[src/inc/stc_regs.svh]
`ifndef STC_REGS_SVH
`define STC_REGS_SVH
// register offsets on the plain register port
`define STC_ADDR_W 3
`define STC_OFF_CONTROL 3'h0
`define STC_OFF_COUNT_LOW 3'h1
`define STC_OFF_COUNT_HIGH 3'h2
`define STC_OFF_FLAG 3'h3
`define STC_OFF_ENABLE 3'h4
`define STC_OFF_COMPARE_MODE 3'h5
// control field positions
`define STC_BIT_WIDE 7
`define STC_BIT_OSC_STATUS 6
`define STC_BIT_PRESC_HI 5
`define STC_BIT_PRESC_LO 4
`define STC_BIT_OSC_EN 3
`define STC_BIT_SYNC_DIS 2
`define STC_BIT_CLK_SEL 1
`define STC_BIT_RUN 0
// reset values
`define STC_RST_CONTROL 8'h00
`define STC_RST_COUNT 16'h0000
// compare mode code that resets the counter
`define STC_CMP_SPECIAL_EVENT 4'hb
// instruction cycle is the oscillator divided by four
`define STC_INSTR_DIV 4
`endif

[src/inc/stc_pkg.sv]
// Purpose: types shared by the sixteen bit timer counter
// Assumes: stc_regs.svh holds the numbers
// Notes: none
package stc_pkg;
  typedef struct packed {
    logic wide_access_enable;
    logic [1:0] input_prescale_select;
    logic low_freq_osc_enable;
    logic ext_sync_disable;
    logic clock_source_select;
    logic counter_run;
  } stc_ctrl_t;
  typedef struct packed {
    logic [2:0] addr;
    logic [7:0] wdata;
    logic wr;
    logic rd;
  } stc_bus_t;
endpackage

[src/hdl/stc_timer.sv]
// Purpose: sixteen bit timer counter with prescaler, overflow flag and buffered access
// Assumes: registers on a plain port, read data one cycle after the read strobe
// Notes: oscillator and external clock arrive as pins and are synchronised here
//
// Behaviour
// - control bit 7 set gives buffered 16-bit access, clear gives byte access
// - control bit 6 reads 1 when system clock comes from the timer oscillator
// - bits 5-4 prescale: 11 is 1:8, 10 1:4, 01 1:2, 00 1:1
// - bit 3 enables the low-frequency oscillator, clear shuts it off
// - bit 2 clear synchronises external clock; ignored with internal clock
// - bit 1 clear counts once per instruction cycle, oscillator divided by four
// - bit 1 set counts on rising edges of external pin or oscillator
// - bit 0 set runs the counter, clear stops it
// - oscillator enabled forces both shared pins to inputs reading zero
// - the oscillator keeps running in every power-managed mode
// - counter wraps FFFFh to 0000h and sets the overflow flag
// - interrupt request only while the overflow enable bit is set
// - compare special-event mode 1011 trigger resets counter and starts conversion
// - a trigger reset never sets the overflow flag
// - a counter write in the trigger cycle wins over the reset
// - wide mode: low byte read copies the high byte into the buffer
// - wide mode: low byte write loads high byte from buffer at once
// - wide mode: high byte address reaches only the buffer
// - low byte write clears the prescaler; high byte write does not
//
// Implementation choices: the register addresses and the plain strobed port.
`include "stc_regs.svh"
module stc_timer import stc_pkg::*; #(
  parameter int OSC_DIV = `STC_INSTR_DIV  // system clocks per instruction cycle
) (
  input wire logic clk_sys,  // system clock, 200 MHz
  input wire logic rst_n,  // synchronous reset, active low
  input wire logic [`STC_ADDR_W-1:0] reg_addr,  // register address
  input wire logic [7:0] reg_wdata,  // write data
  input wire logic reg_wr,  // write strobe
  input wire logic reg_rd,  // read strobe
  output logic [7:0] reg_rdata,  // read data, valid the cycle after reg_rd
  input wire logic osc_input_pin_i,  // oscillator input pin level
  input wire logic osc_output_pin_i,  // oscillator output / external clock pin level
  input wire logic [1:0] pin_direction_bits,  // port direction bits, 1 = input
  input wire logic [1:0] port_out_bits,  // port output data for the shared pins
  input wire logic sys_clk_from_osc,  // system clock currently sourced from oscillator
  input wire logic special_event,  // compare unit trigger pulse
  input wire logic adc_enabled,  // converter is enabled
  output logic osc_amp_enable,  // oscillator inverter and feedback enable
  output logic [1:0] pin_out,  // shared pin output data
  output logic [1:0] pin_oe_n,  // shared pin output enables, low drives
  output logic [1:0] pin_read,  // port read value of the shared pins
  output logic adc_start,  // start conversion pulse
  output logic irq  // overflow interrupt request
);
  // ==========================================================
  // register state
  stc_ctrl_t ctrl;
  logic [7:0] count_low_byte;
  logic [7:0] count_high_byte;
  logic [7:0] high_buffer;
  logic overflow_flag;
  logic overflow_irq_enable;
  logic [3:0] compare_mode_select;
  logic [2:0] presc_cnt;
  logic [$clog2(OSC_DIV+1)-1:0] instr_cnt;
  logic ext_s1, ext_s2, ext_prev;
  logic osc_s1, osc_s2;
  logic run_s1, run_s2;
  logic [1:0] pin_s1, pin_s2;
  logic next_tick, ext_level, ext_rise, presc_out, inc_en;
  logic wr_low, wr_high, rd_low, trigger, osc_status;
  logic wr_count;
  logic [16:0] next_count;

  function automatic logic hit(input logic [`STC_ADDR_W-1:0] a, input logic [`STC_ADDR_W-1:0] o);
    hit = (a == o);
  endfunction

  assign wr_low = reg_wr && hit(reg_addr, `STC_OFF_COUNT_LOW);
  assign wr_high = reg_wr && hit(reg_addr, `STC_OFF_COUNT_HIGH);
  assign rd_low = reg_rd && hit(reg_addr, `STC_OFF_COUNT_LOW);
  // a high-byte write in wide mode only fills the buffer, so the counter still moves
  assign wr_count = wr_low || (wr_high && !ctrl.wide_access_enable);
  assign trigger = special_event && (compare_mode_select == `STC_CMP_SPECIAL_EVENT);

  // ==========================================================
  // control register
  always_ff @(posedge clk_sys) begin
    if (!rst_n) begin
      ctrl <= stc_ctrl_t'(7'h00);
      overflow_irq_enable <= 1'b0;
      compare_mode_select <= 4'h0;
    end else if (reg_wr) begin
      if (hit(reg_addr, `STC_OFF_CONTROL)) begin
        ctrl.wide_access_enable <= reg_wdata[`STC_BIT_WIDE];
        ctrl.input_prescale_select <= reg_wdata[`STC_BIT_PRESC_HI:`STC_BIT_PRESC_LO];
        ctrl.low_freq_osc_enable <= reg_wdata[`STC_BIT_OSC_EN];
        ctrl.ext_sync_disable <= reg_wdata[`STC_BIT_SYNC_DIS];
        ctrl.clock_source_select <= reg_wdata[`STC_BIT_CLK_SEL];
        ctrl.counter_run <= reg_wdata[`STC_BIT_RUN];
      end
      if (hit(reg_addr, `STC_OFF_ENABLE)) begin
        overflow_irq_enable <= reg_wdata[0];
      end
      if (hit(reg_addr, `STC_OFF_COMPARE_MODE)) begin
        compare_mode_select <= reg_wdata[3:0];
      end
    end
  end

  // ==========================================================
  // clock sources
  // oscillator output runs free of power modes; only its enable gates it
  always_ff @(posedge clk_sys) begin
    if (!rst_n) begin
      osc_amp_enable <= 1'b0;
    end else begin
      osc_amp_enable <= ctrl.low_freq_osc_enable;
    end
  end

  always_ff @(posedge clk_sys) begin
    if (!rst_n) begin
      ext_s1 <= 1'b0;
      ext_s2 <= 1'b0;
      osc_s1 <= 1'b0;
      osc_s2 <= 1'b0;
      run_s1 <= 1'b0;
      run_s2 <= 1'b0;
      pin_s1 <= 2'h0;
      pin_s2 <= 2'h0;
      ext_prev <= 1'b0;
    end else begin
      ext_s1 <= osc_output_pin_i;
      ext_s2 <= ext_s1;
      osc_s1 <= osc_input_pin_i;
      osc_s2 <= osc_s1;
      run_s1 <= sys_clk_from_osc;
      run_s2 <= run_s1;
      pin_s1 <= {osc_input_pin_i, osc_output_pin_i};
      pin_s2 <= pin_s1;
      ext_prev <= ext_level;
    end
  end

  // with the oscillator enabled the oscillator node is the count source
  assign ext_level = ctrl.low_freq_osc_enable ? osc_s2 : ext_s2;
  assign ext_rise = ext_level && !ext_prev;
  assign osc_status = run_s2;

  // instruction cycle divider: one enable pulse every OSC_DIV system clocks
  always_ff @(posedge clk_sys) begin
    if (!rst_n) begin
      instr_cnt <= '0;
    end else if (instr_cnt == ($bits(instr_cnt))'(OSC_DIV - 1)) begin
      instr_cnt <= '0;
    end else begin
      instr_cnt <= instr_cnt + 1'b1;
    end
  end

  // unsynchronised mode is modelled by the same sampled edge; a true asynchronous
  // path would need a second clock domain, which this block does not have
  always_comb begin
    if (ctrl.clock_source_select) begin
      next_tick = ext_rise;
    end else begin
      next_tick = (instr_cnt == ($bits(instr_cnt))'(OSC_DIV - 1));
    end
  end

  // ==========================================================
  // prescaler
  always_comb begin
    case (ctrl.input_prescale_select)
      2'h0: presc_out = next_tick;
      2'h1: presc_out = next_tick && (presc_cnt[0] == 1'b1);
      2'h2: presc_out = next_tick && (presc_cnt[1:0] == 2'h3);
      2'h3: presc_out = next_tick && (presc_cnt == 3'h7);
      default: presc_out = 1'b0;
    endcase
  end
  assign inc_en = presc_out && ctrl.counter_run;

  always_ff @(posedge clk_sys) begin
    if (!rst_n || wr_low) begin
      presc_cnt <= 3'h0;
    end else if (next_tick && ctrl.counter_run) begin
      presc_cnt <= presc_cnt + 3'h1;
    end
  end

  // ==========================================================
  // counter, buffer and overflow
  assign next_count = {1'b0, count_high_byte, count_low_byte} + 17'h00001;

  always_ff @(posedge clk_sys) begin
    if (!rst_n) begin
      {count_high_byte, count_low_byte} <= `STC_RST_COUNT;
    end else if (wr_low) begin
      count_low_byte <= reg_wdata;
      if (ctrl.wide_access_enable) begin
        count_high_byte <= high_buffer;
      end
    end else if (wr_high && !ctrl.wide_access_enable) begin
      count_high_byte <= reg_wdata;
    end else if (trigger) begin
      {count_high_byte, count_low_byte} <= `STC_RST_COUNT;
    end else if (inc_en) begin
      {count_high_byte, count_low_byte} <= next_count[15:0];
    end
  end

  always_ff @(posedge clk_sys) begin
    if (!rst_n) begin
      high_buffer <= 8'h00;
    end else if (wr_high && ctrl.wide_access_enable) begin
      high_buffer <= reg_wdata;
    end else if (rd_low && ctrl.wide_access_enable) begin
      high_buffer <= count_high_byte;
    end
  end

  // set wins over a software clear; trigger resets never set it
  always_ff @(posedge clk_sys) begin
    if (!rst_n) begin
      overflow_flag <= 1'b0;
    end else if (inc_en && next_count[16] && !trigger && !wr_count) begin
      overflow_flag <= 1'b1;
    end else if (reg_wr && hit(reg_addr, `STC_OFF_FLAG)) begin
      overflow_flag <= reg_wdata[0];
    end
  end

  always_ff @(posedge clk_sys) begin
    if (!rst_n) begin
      irq <= 1'b0;
      adc_start <= 1'b0;
    end else begin
      irq <= overflow_flag && overflow_irq_enable;
      adc_start <= trigger && adc_enabled && !wr_count;
    end
  end

  // ==========================================================
  // shared pins
  always_ff @(posedge clk_sys) begin
    if (!rst_n) begin
      pin_out <= 2'h0;
      pin_oe_n <= 2'h3;
      pin_read <= 2'h0;
    end else begin
      pin_out <= port_out_bits;
      pin_oe_n <= ctrl.low_freq_osc_enable ? 2'h3 : pin_direction_bits;
      pin_read <= ctrl.low_freq_osc_enable ? 2'h0 : pin_s2;
    end
  end

  // ==========================================================
  // read port
  always_ff @(posedge clk_sys) begin
    if (!rst_n) begin
      reg_rdata <= 8'h00;
    end else if (reg_rd) begin
      case (reg_addr)
        `STC_OFF_CONTROL: reg_rdata <= {ctrl.wide_access_enable, osc_status,
          ctrl.input_prescale_select, ctrl.low_freq_osc_enable,
          ctrl.ext_sync_disable, ctrl.clock_source_select, ctrl.counter_run};
        `STC_OFF_COUNT_LOW: reg_rdata <= count_low_byte;
        `STC_OFF_COUNT_HIGH: reg_rdata <= ctrl.wide_access_enable ? high_buffer
          : count_high_byte;
        `STC_OFF_FLAG: reg_rdata <= {7'h00, overflow_flag};
        `STC_OFF_ENABLE: reg_rdata <= {7'h00, overflow_irq_enable};
        `STC_OFF_COMPARE_MODE: reg_rdata <= {4'h0, compare_mode_select};
        default: reg_rdata <= 8'h00;
      endcase
    end else begin
      reg_rdata <= 8'h00;
    end
  end

  // ==========================================================
  // checks
  property p_wrap_sets_flag;
    @(posedge clk_sys) disable iff (!rst_n)
      (inc_en && ({count_high_byte, count_low_byte} == 16'hffff) && !trigger && !wr_count)
      |=> overflow_flag;
  endproperty
  a_wrap_sets_flag: assert property (p_wrap_sets_flag) else $error("wrap lost flag");

  property p_trigger_no_flag;
    @(posedge clk_sys) disable iff (!rst_n)
      (trigger && !wr_low && !wr_high && !overflow_flag && !reg_wr) |=> !overflow_flag;
  endproperty
  a_trigger_no_flag: assert property (p_trigger_no_flag) else $error("trigger set flag");

  property p_trigger_clears;
    @(posedge clk_sys) disable iff (!rst_n)
      (trigger && !reg_wr) |=> ({count_high_byte, count_low_byte} == 16'h0000);
  endproperty
  a_trigger_clears: assert property (p_trigger_clears) else $error("trigger no reset");

  property p_write_wins;
    @(posedge clk_sys) disable iff (!rst_n)
      (trigger && wr_low) |=> (count_low_byte == $past(reg_wdata));
  endproperty
  a_write_wins: assert property (p_write_wins) else $error("trigger beat write");

  property p_irq_gated;
    @(posedge clk_sys) disable iff (!rst_n)
      irq |-> $past(overflow_irq_enable) && $past(overflow_flag);
  endproperty
  a_irq_gated: assert property (p_irq_gated) else $error("irq without enable");

  property p_stopped;
    @(posedge clk_sys) disable iff (!rst_n)
      (!ctrl.counter_run && !reg_wr && !trigger) |=> $stable({count_high_byte, count_low_byte});
  endproperty
  a_stopped: assert property (p_stopped) else $error("counted while stopped");

  property p_buffer_snap;
    @(posedge clk_sys) disable iff (!rst_n)
      (rd_low && ctrl.wide_access_enable) |=> (high_buffer == $past(count_high_byte));
  endproperty
  a_buffer_snap: assert property (p_buffer_snap) else $error("buffer not loaded");

  property p_wide_load;
    @(posedge clk_sys) disable iff (!rst_n)
      (wr_low && ctrl.wide_access_enable) |=> (count_high_byte == $past(high_buffer));
  endproperty
  a_wide_load: assert property (p_wide_load) else $error("high not loaded");

  property p_presc_clear;
    @(posedge clk_sys) disable iff (!rst_n)
      wr_low |=> (presc_cnt == 3'h0);
  endproperty
  a_presc_clear: assert property (p_presc_clear) else $error("prescaler kept");

  property p_pins_input;
    @(posedge clk_sys) disable iff (!rst_n)
      ctrl.low_freq_osc_enable |=> (pin_oe_n == 2'h3) && (pin_read == 2'h0);
  endproperty
  a_pins_input: assert property (p_pins_input) else $error("pins not inputs");

  c_wrap: cover property (@(posedge clk_sys) disable iff (!rst_n) inc_en && next_count[16]);
  c_trigger: cover property (@(posedge clk_sys) disable iff (!rst_n) trigger);
  c_wide_read: cover property (@(posedge clk_sys) disable iff (!rst_n)
    rd_low && ctrl.wide_access_enable);
  c_collide: cover property (@(posedge clk_sys) disable iff (!rst_n) trigger && wr_low);
endmodule

[config.mk]
export PLATFORM = sky130hd
export DESIGN_NAME = stc_timer
export DESIGN_NICKNAME = d
export VERILOG_FILES = /design/src/inc/stc_pkg.sv /design/src/hdl/stc_timer.sv
export VERILOG_INCLUDE_DIRS = /design/src /design/src/inc
export SDC_FILE = /design/constraint.sdc
export NUM_CORES = 1
export LEC_CHECK = 0
export BUFFER_PORTS_ARGS = -buffer_cell sky130_fd_sc_hd__buf_2
export CAP_MARGIN = 30
export CORE_MARGIN = 2
export CORE_UTILIZATION = 55
export DETAILED_ROUTE_END_ITERATION = 6
export PLACE_DENSITY_LB_ADDON = 0.3
export SYNTH_ARGS = -nofsm -noshare
export SYNTH_HDL_FRONTEND = slang
export SYNTH_SLANG_ARGS = --single-unit
[constraint.sdc]
create_clock -name clk_sys -period 5.45 [get_ports clk_sys]
set_input_delay 0.545 -clock clk_sys [delete_from_list [all_inputs] [get_ports clk_sys]]
set_output_delay 0.545 -clock clk_sys [all_outputs]
set_load 0.01 [all_outputs]
==> flow_summary.toml <==
[outcome]
status = "finished, final reports clean"

[global_route]
grt_pass1_wl_mm = 14.1
antenna_found_initial = 0
grt_max_degree = 32
grt_overflow = 0
track_usage = 0.284
grt_pass1_vias = 2770

[clocking]
cts_tree = "built"
insertion_delay_ns = 0.35
cts.repair.resized = 0
cts_sinks = 67
cts_max_level = 3
cts_root_buf = "clkbuf_8"
max-clock-path-buffers = 2
cts_buffers = 9
post_cts_buffers = 0
holdBufCountCts = 0
cts.clk_slew.worst_paths_ns = 0.08

[timing]
setup_viol = 0
fmax_mhz = 411
slew_headroom = 0.320
period_minus_slack_ns = 2.43
hold_violations = 0
maxSlewViolCount = 0
rsz0062_at_grt = "no"
fin_worst_skew_ns = 0.00881
tightest_slew_ns = 1.02
tns_ns = 0
min_period_over_period = 0.446

[logic_synthesis]
async_reset_ff_frac = 0
synth_most_common_cell = "dfxtp_1"
synth-seq-area-share = 0.407
synth_top_area_cell = "dfxtp_1"
avgSynthCellArea_um2 = 8.68
synth_cell_type_count = 59
yosysWarnings = 0
synth_top_area_share = 0.407
synth-main-ff-cell = "dfxtp_1"
postSynthCellCount = 380
synthTopCellsByCount = "67 x dfxtp_1, 42 x nor2_1, 38 x nand2_1"
synth_area_leaders = "dfxtp_1 41%, mux2i_1 6.4%, a21oi_1 4.9%, nor2_1 4.8%, nand2_1 4.3%"
synth_edf_count = 0
ys_ff_latch = 67
synthesis.area_um2 = 3300
syn_nets = 409

[placement]
place_hpwl_mm = 6.49
gp_congestion = 0.982
port_buffers = 40

[floorplanning]
die_h_um = 81.4
die_area_um2 = 6630
rows = 28
die_x_um = 81.4
fp.coreArea_um2 = 5850
num_io_pins = 41
start_util = 0.564

[worst_hold_path]
min_path_cells = 2
min_path_type = "in -> reg"
hp-start = "pin_direction_bits[1]"
whs_endpoint = "pin_oe_n[1]"

[routing]
via_count = 3048
drc = 0
first_iter_violations = 243
wl_per_cell_um = 18.3
firstDrtPassIters = 5
routed_wl_mm = 8.95
routed_via_density = 6.23
detail-route-antenna-nets = 0

[setup_path]
path_cells = "and3b_1, and2_1, a211o_2, o21a_1, o221a_2"
endpoint_kind = "register"
critPathBufInv = 0
slowest_stage = "dfxtp_1"
cpPeakStageDelay_ns = 0.74
reg2reg_slack_ns = 3.02
critPathMaxFanout = 21
startpoint = "ctrl[6]"
critPathLaunchType = "register"
arrival_ns = 2.67
crit_required_ns = 5.69
critPathKind = "reg -> reg"
crit_family = "compound AO/OA/AOI/OAI gates"
worstReg2RegEnd = "count_high_byte[1]"
r2r_start = "ctrl[6]"
rr_worst_depth = 5

[power_and_ir_drop]
p_sw_w = 0.000256
switching_share = 0.245
combPwrFrac = 0.070
leakage_nw = 1.45
finalPower_w = 0.00104
irDropWorstVdd_mv = 0.190
p_per_area_nw_per_um2 = 281
internal-power_w = 0.000788
seq_power_share = 0.486
pwr-share-clk = 0.444

[cells_and_area]
final_core_util = 0.636
drive_above_1_share = 0.191
diodes = 0
layout.nets = 438
ff_latch_area_um2 = 1340
multi_input_area_um2 = 1830
fillCellCount = 512
area_growth_pct = 12.8

[run]
drv_cap = 0
[layout by cell type (no fill, tap or decap), types with 3 or more instances in the layout]
master,Yosys,routed
nand4_1,3,3
mux2_2,8,8
o221a_2,4,4
xnor2_1,3,3
o211ai_1,5,5
and3_1,7,7
a211oi_1,9,9
o21ai_0,12,12
nor2_1,42,42
dfxtp_1,67,67
ha_1,5,5
clkbuf_8,0,9
nor3b_1,3,3
a22oi_1,7,7
and4_1,4,4
inv_1,5,5
a21oi_1,32,32
nand3_1,13,13
buf_2,5,40
and2_1,14,14
nand2_1,38,38
a2bb2oi_1,5,5
a31oi_1,6,6
nand3b_1,3,3
mux2i_1,21,21
nor3_1,3,3
[power by group through the flow]
| stage | Clock [W] | Sequential, W | Combinational [W] |
|---|---|---|---|
| after floorplan | 0 | 0.000516 | 0.0000465 |
| after global placement | 0 | 0.000518 | 0.0000709 |
| after detailed placement | 0 | 0.000518 | 0.0000715 |
| after CTS | 0.000469 | 0.000507 | 0.0000718 |
| after global routing | 0.000490 | 0.000508 | 0.0000801 |
| final | 0.000464 | 0.000507 | 0.0000731 |
[layout make-up]
class                           instances  area share
Inverter                                5     0.00505
Clock inverter                          7      0.0269
Timing Repair Buffer                   41      0.0558
Sequential cell                        67       0.361
Tap cell                               75      0.0252
Multi-Input combinational cell        285       0.493
Clock buffer                            9      0.0333
[how the worst max path moves through the flow]
stage / to / slack (ns) / depth (start not counted)
final: count_high_byte[1] / 3.02 / 5
after global routing: count_high_byte[1] / 2.91 / 5
after CTS: count_high_byte[1] / 3.05 / 5
after detailed placement: count_low_byte[5] / 2.86 / 6
after global placement: count_low_byte[1] / 2.98 / 6
after floorplan: count_high_byte[1] / 3.43 / 8
[registers in the layout, summed over array words and instances (netlist names), 2 cells and up]
register	count
count_high_byte	8
count_low_byte	8
high_buffer	8
reg_rdata	8
ctrl	7
compare_mode_select	4
instr_cnt	3
presc_cnt	3
pin_oe_n	2
pin_out	2
pin_read	2
[kinds of logic (layout without fill, tap and decap cells)]
| kind of cell | Yosys count | after routing | share of synthesized area |
|---|---|---|---|
| compound gates | 100 | 100 | 0.208 |
| xor+xnor | 3 | 3 | 0.00797 |
| fa+ha+maj | 5 | 5 | 0.0190 |
| buf+inv | 28 | 62 | 0.0387 |
| flops | 67 | 67 | 0.407 |
| mux | 30 | 30 | 0.0953 |
| simple gates | 147 | 147 | 0.225 |
[metal layers]
metal	GRT usage	wire, µm
met2	0.446	4120
met3	0.0538	647
met1	0.372	3910
met4	0.144	274
met5	0	0
[stage by stage]
step                      std cells  hold slack (ns)  area, µm²  worst slack, ns
after floorplan                 380            0.399       3300             3.43
after global routing            489            0.369       3720             2.91
after global placement          473            0.407       3500             2.98
after detailed placement        473            0.425       3500             2.86
final                           489            0.380       3720             3.02
after CTS                       489            0.373       3720             3.05
[worst register-to-register path, delay by kind of cell (launching register included)]
family	cells	cell delay [ns]
AO/OA/AOI/OAI	3	0.88
flip-flops	1	0.74
AND/OR/NAND/NOR	2	0.71
(Power assumes the default switching activity.)
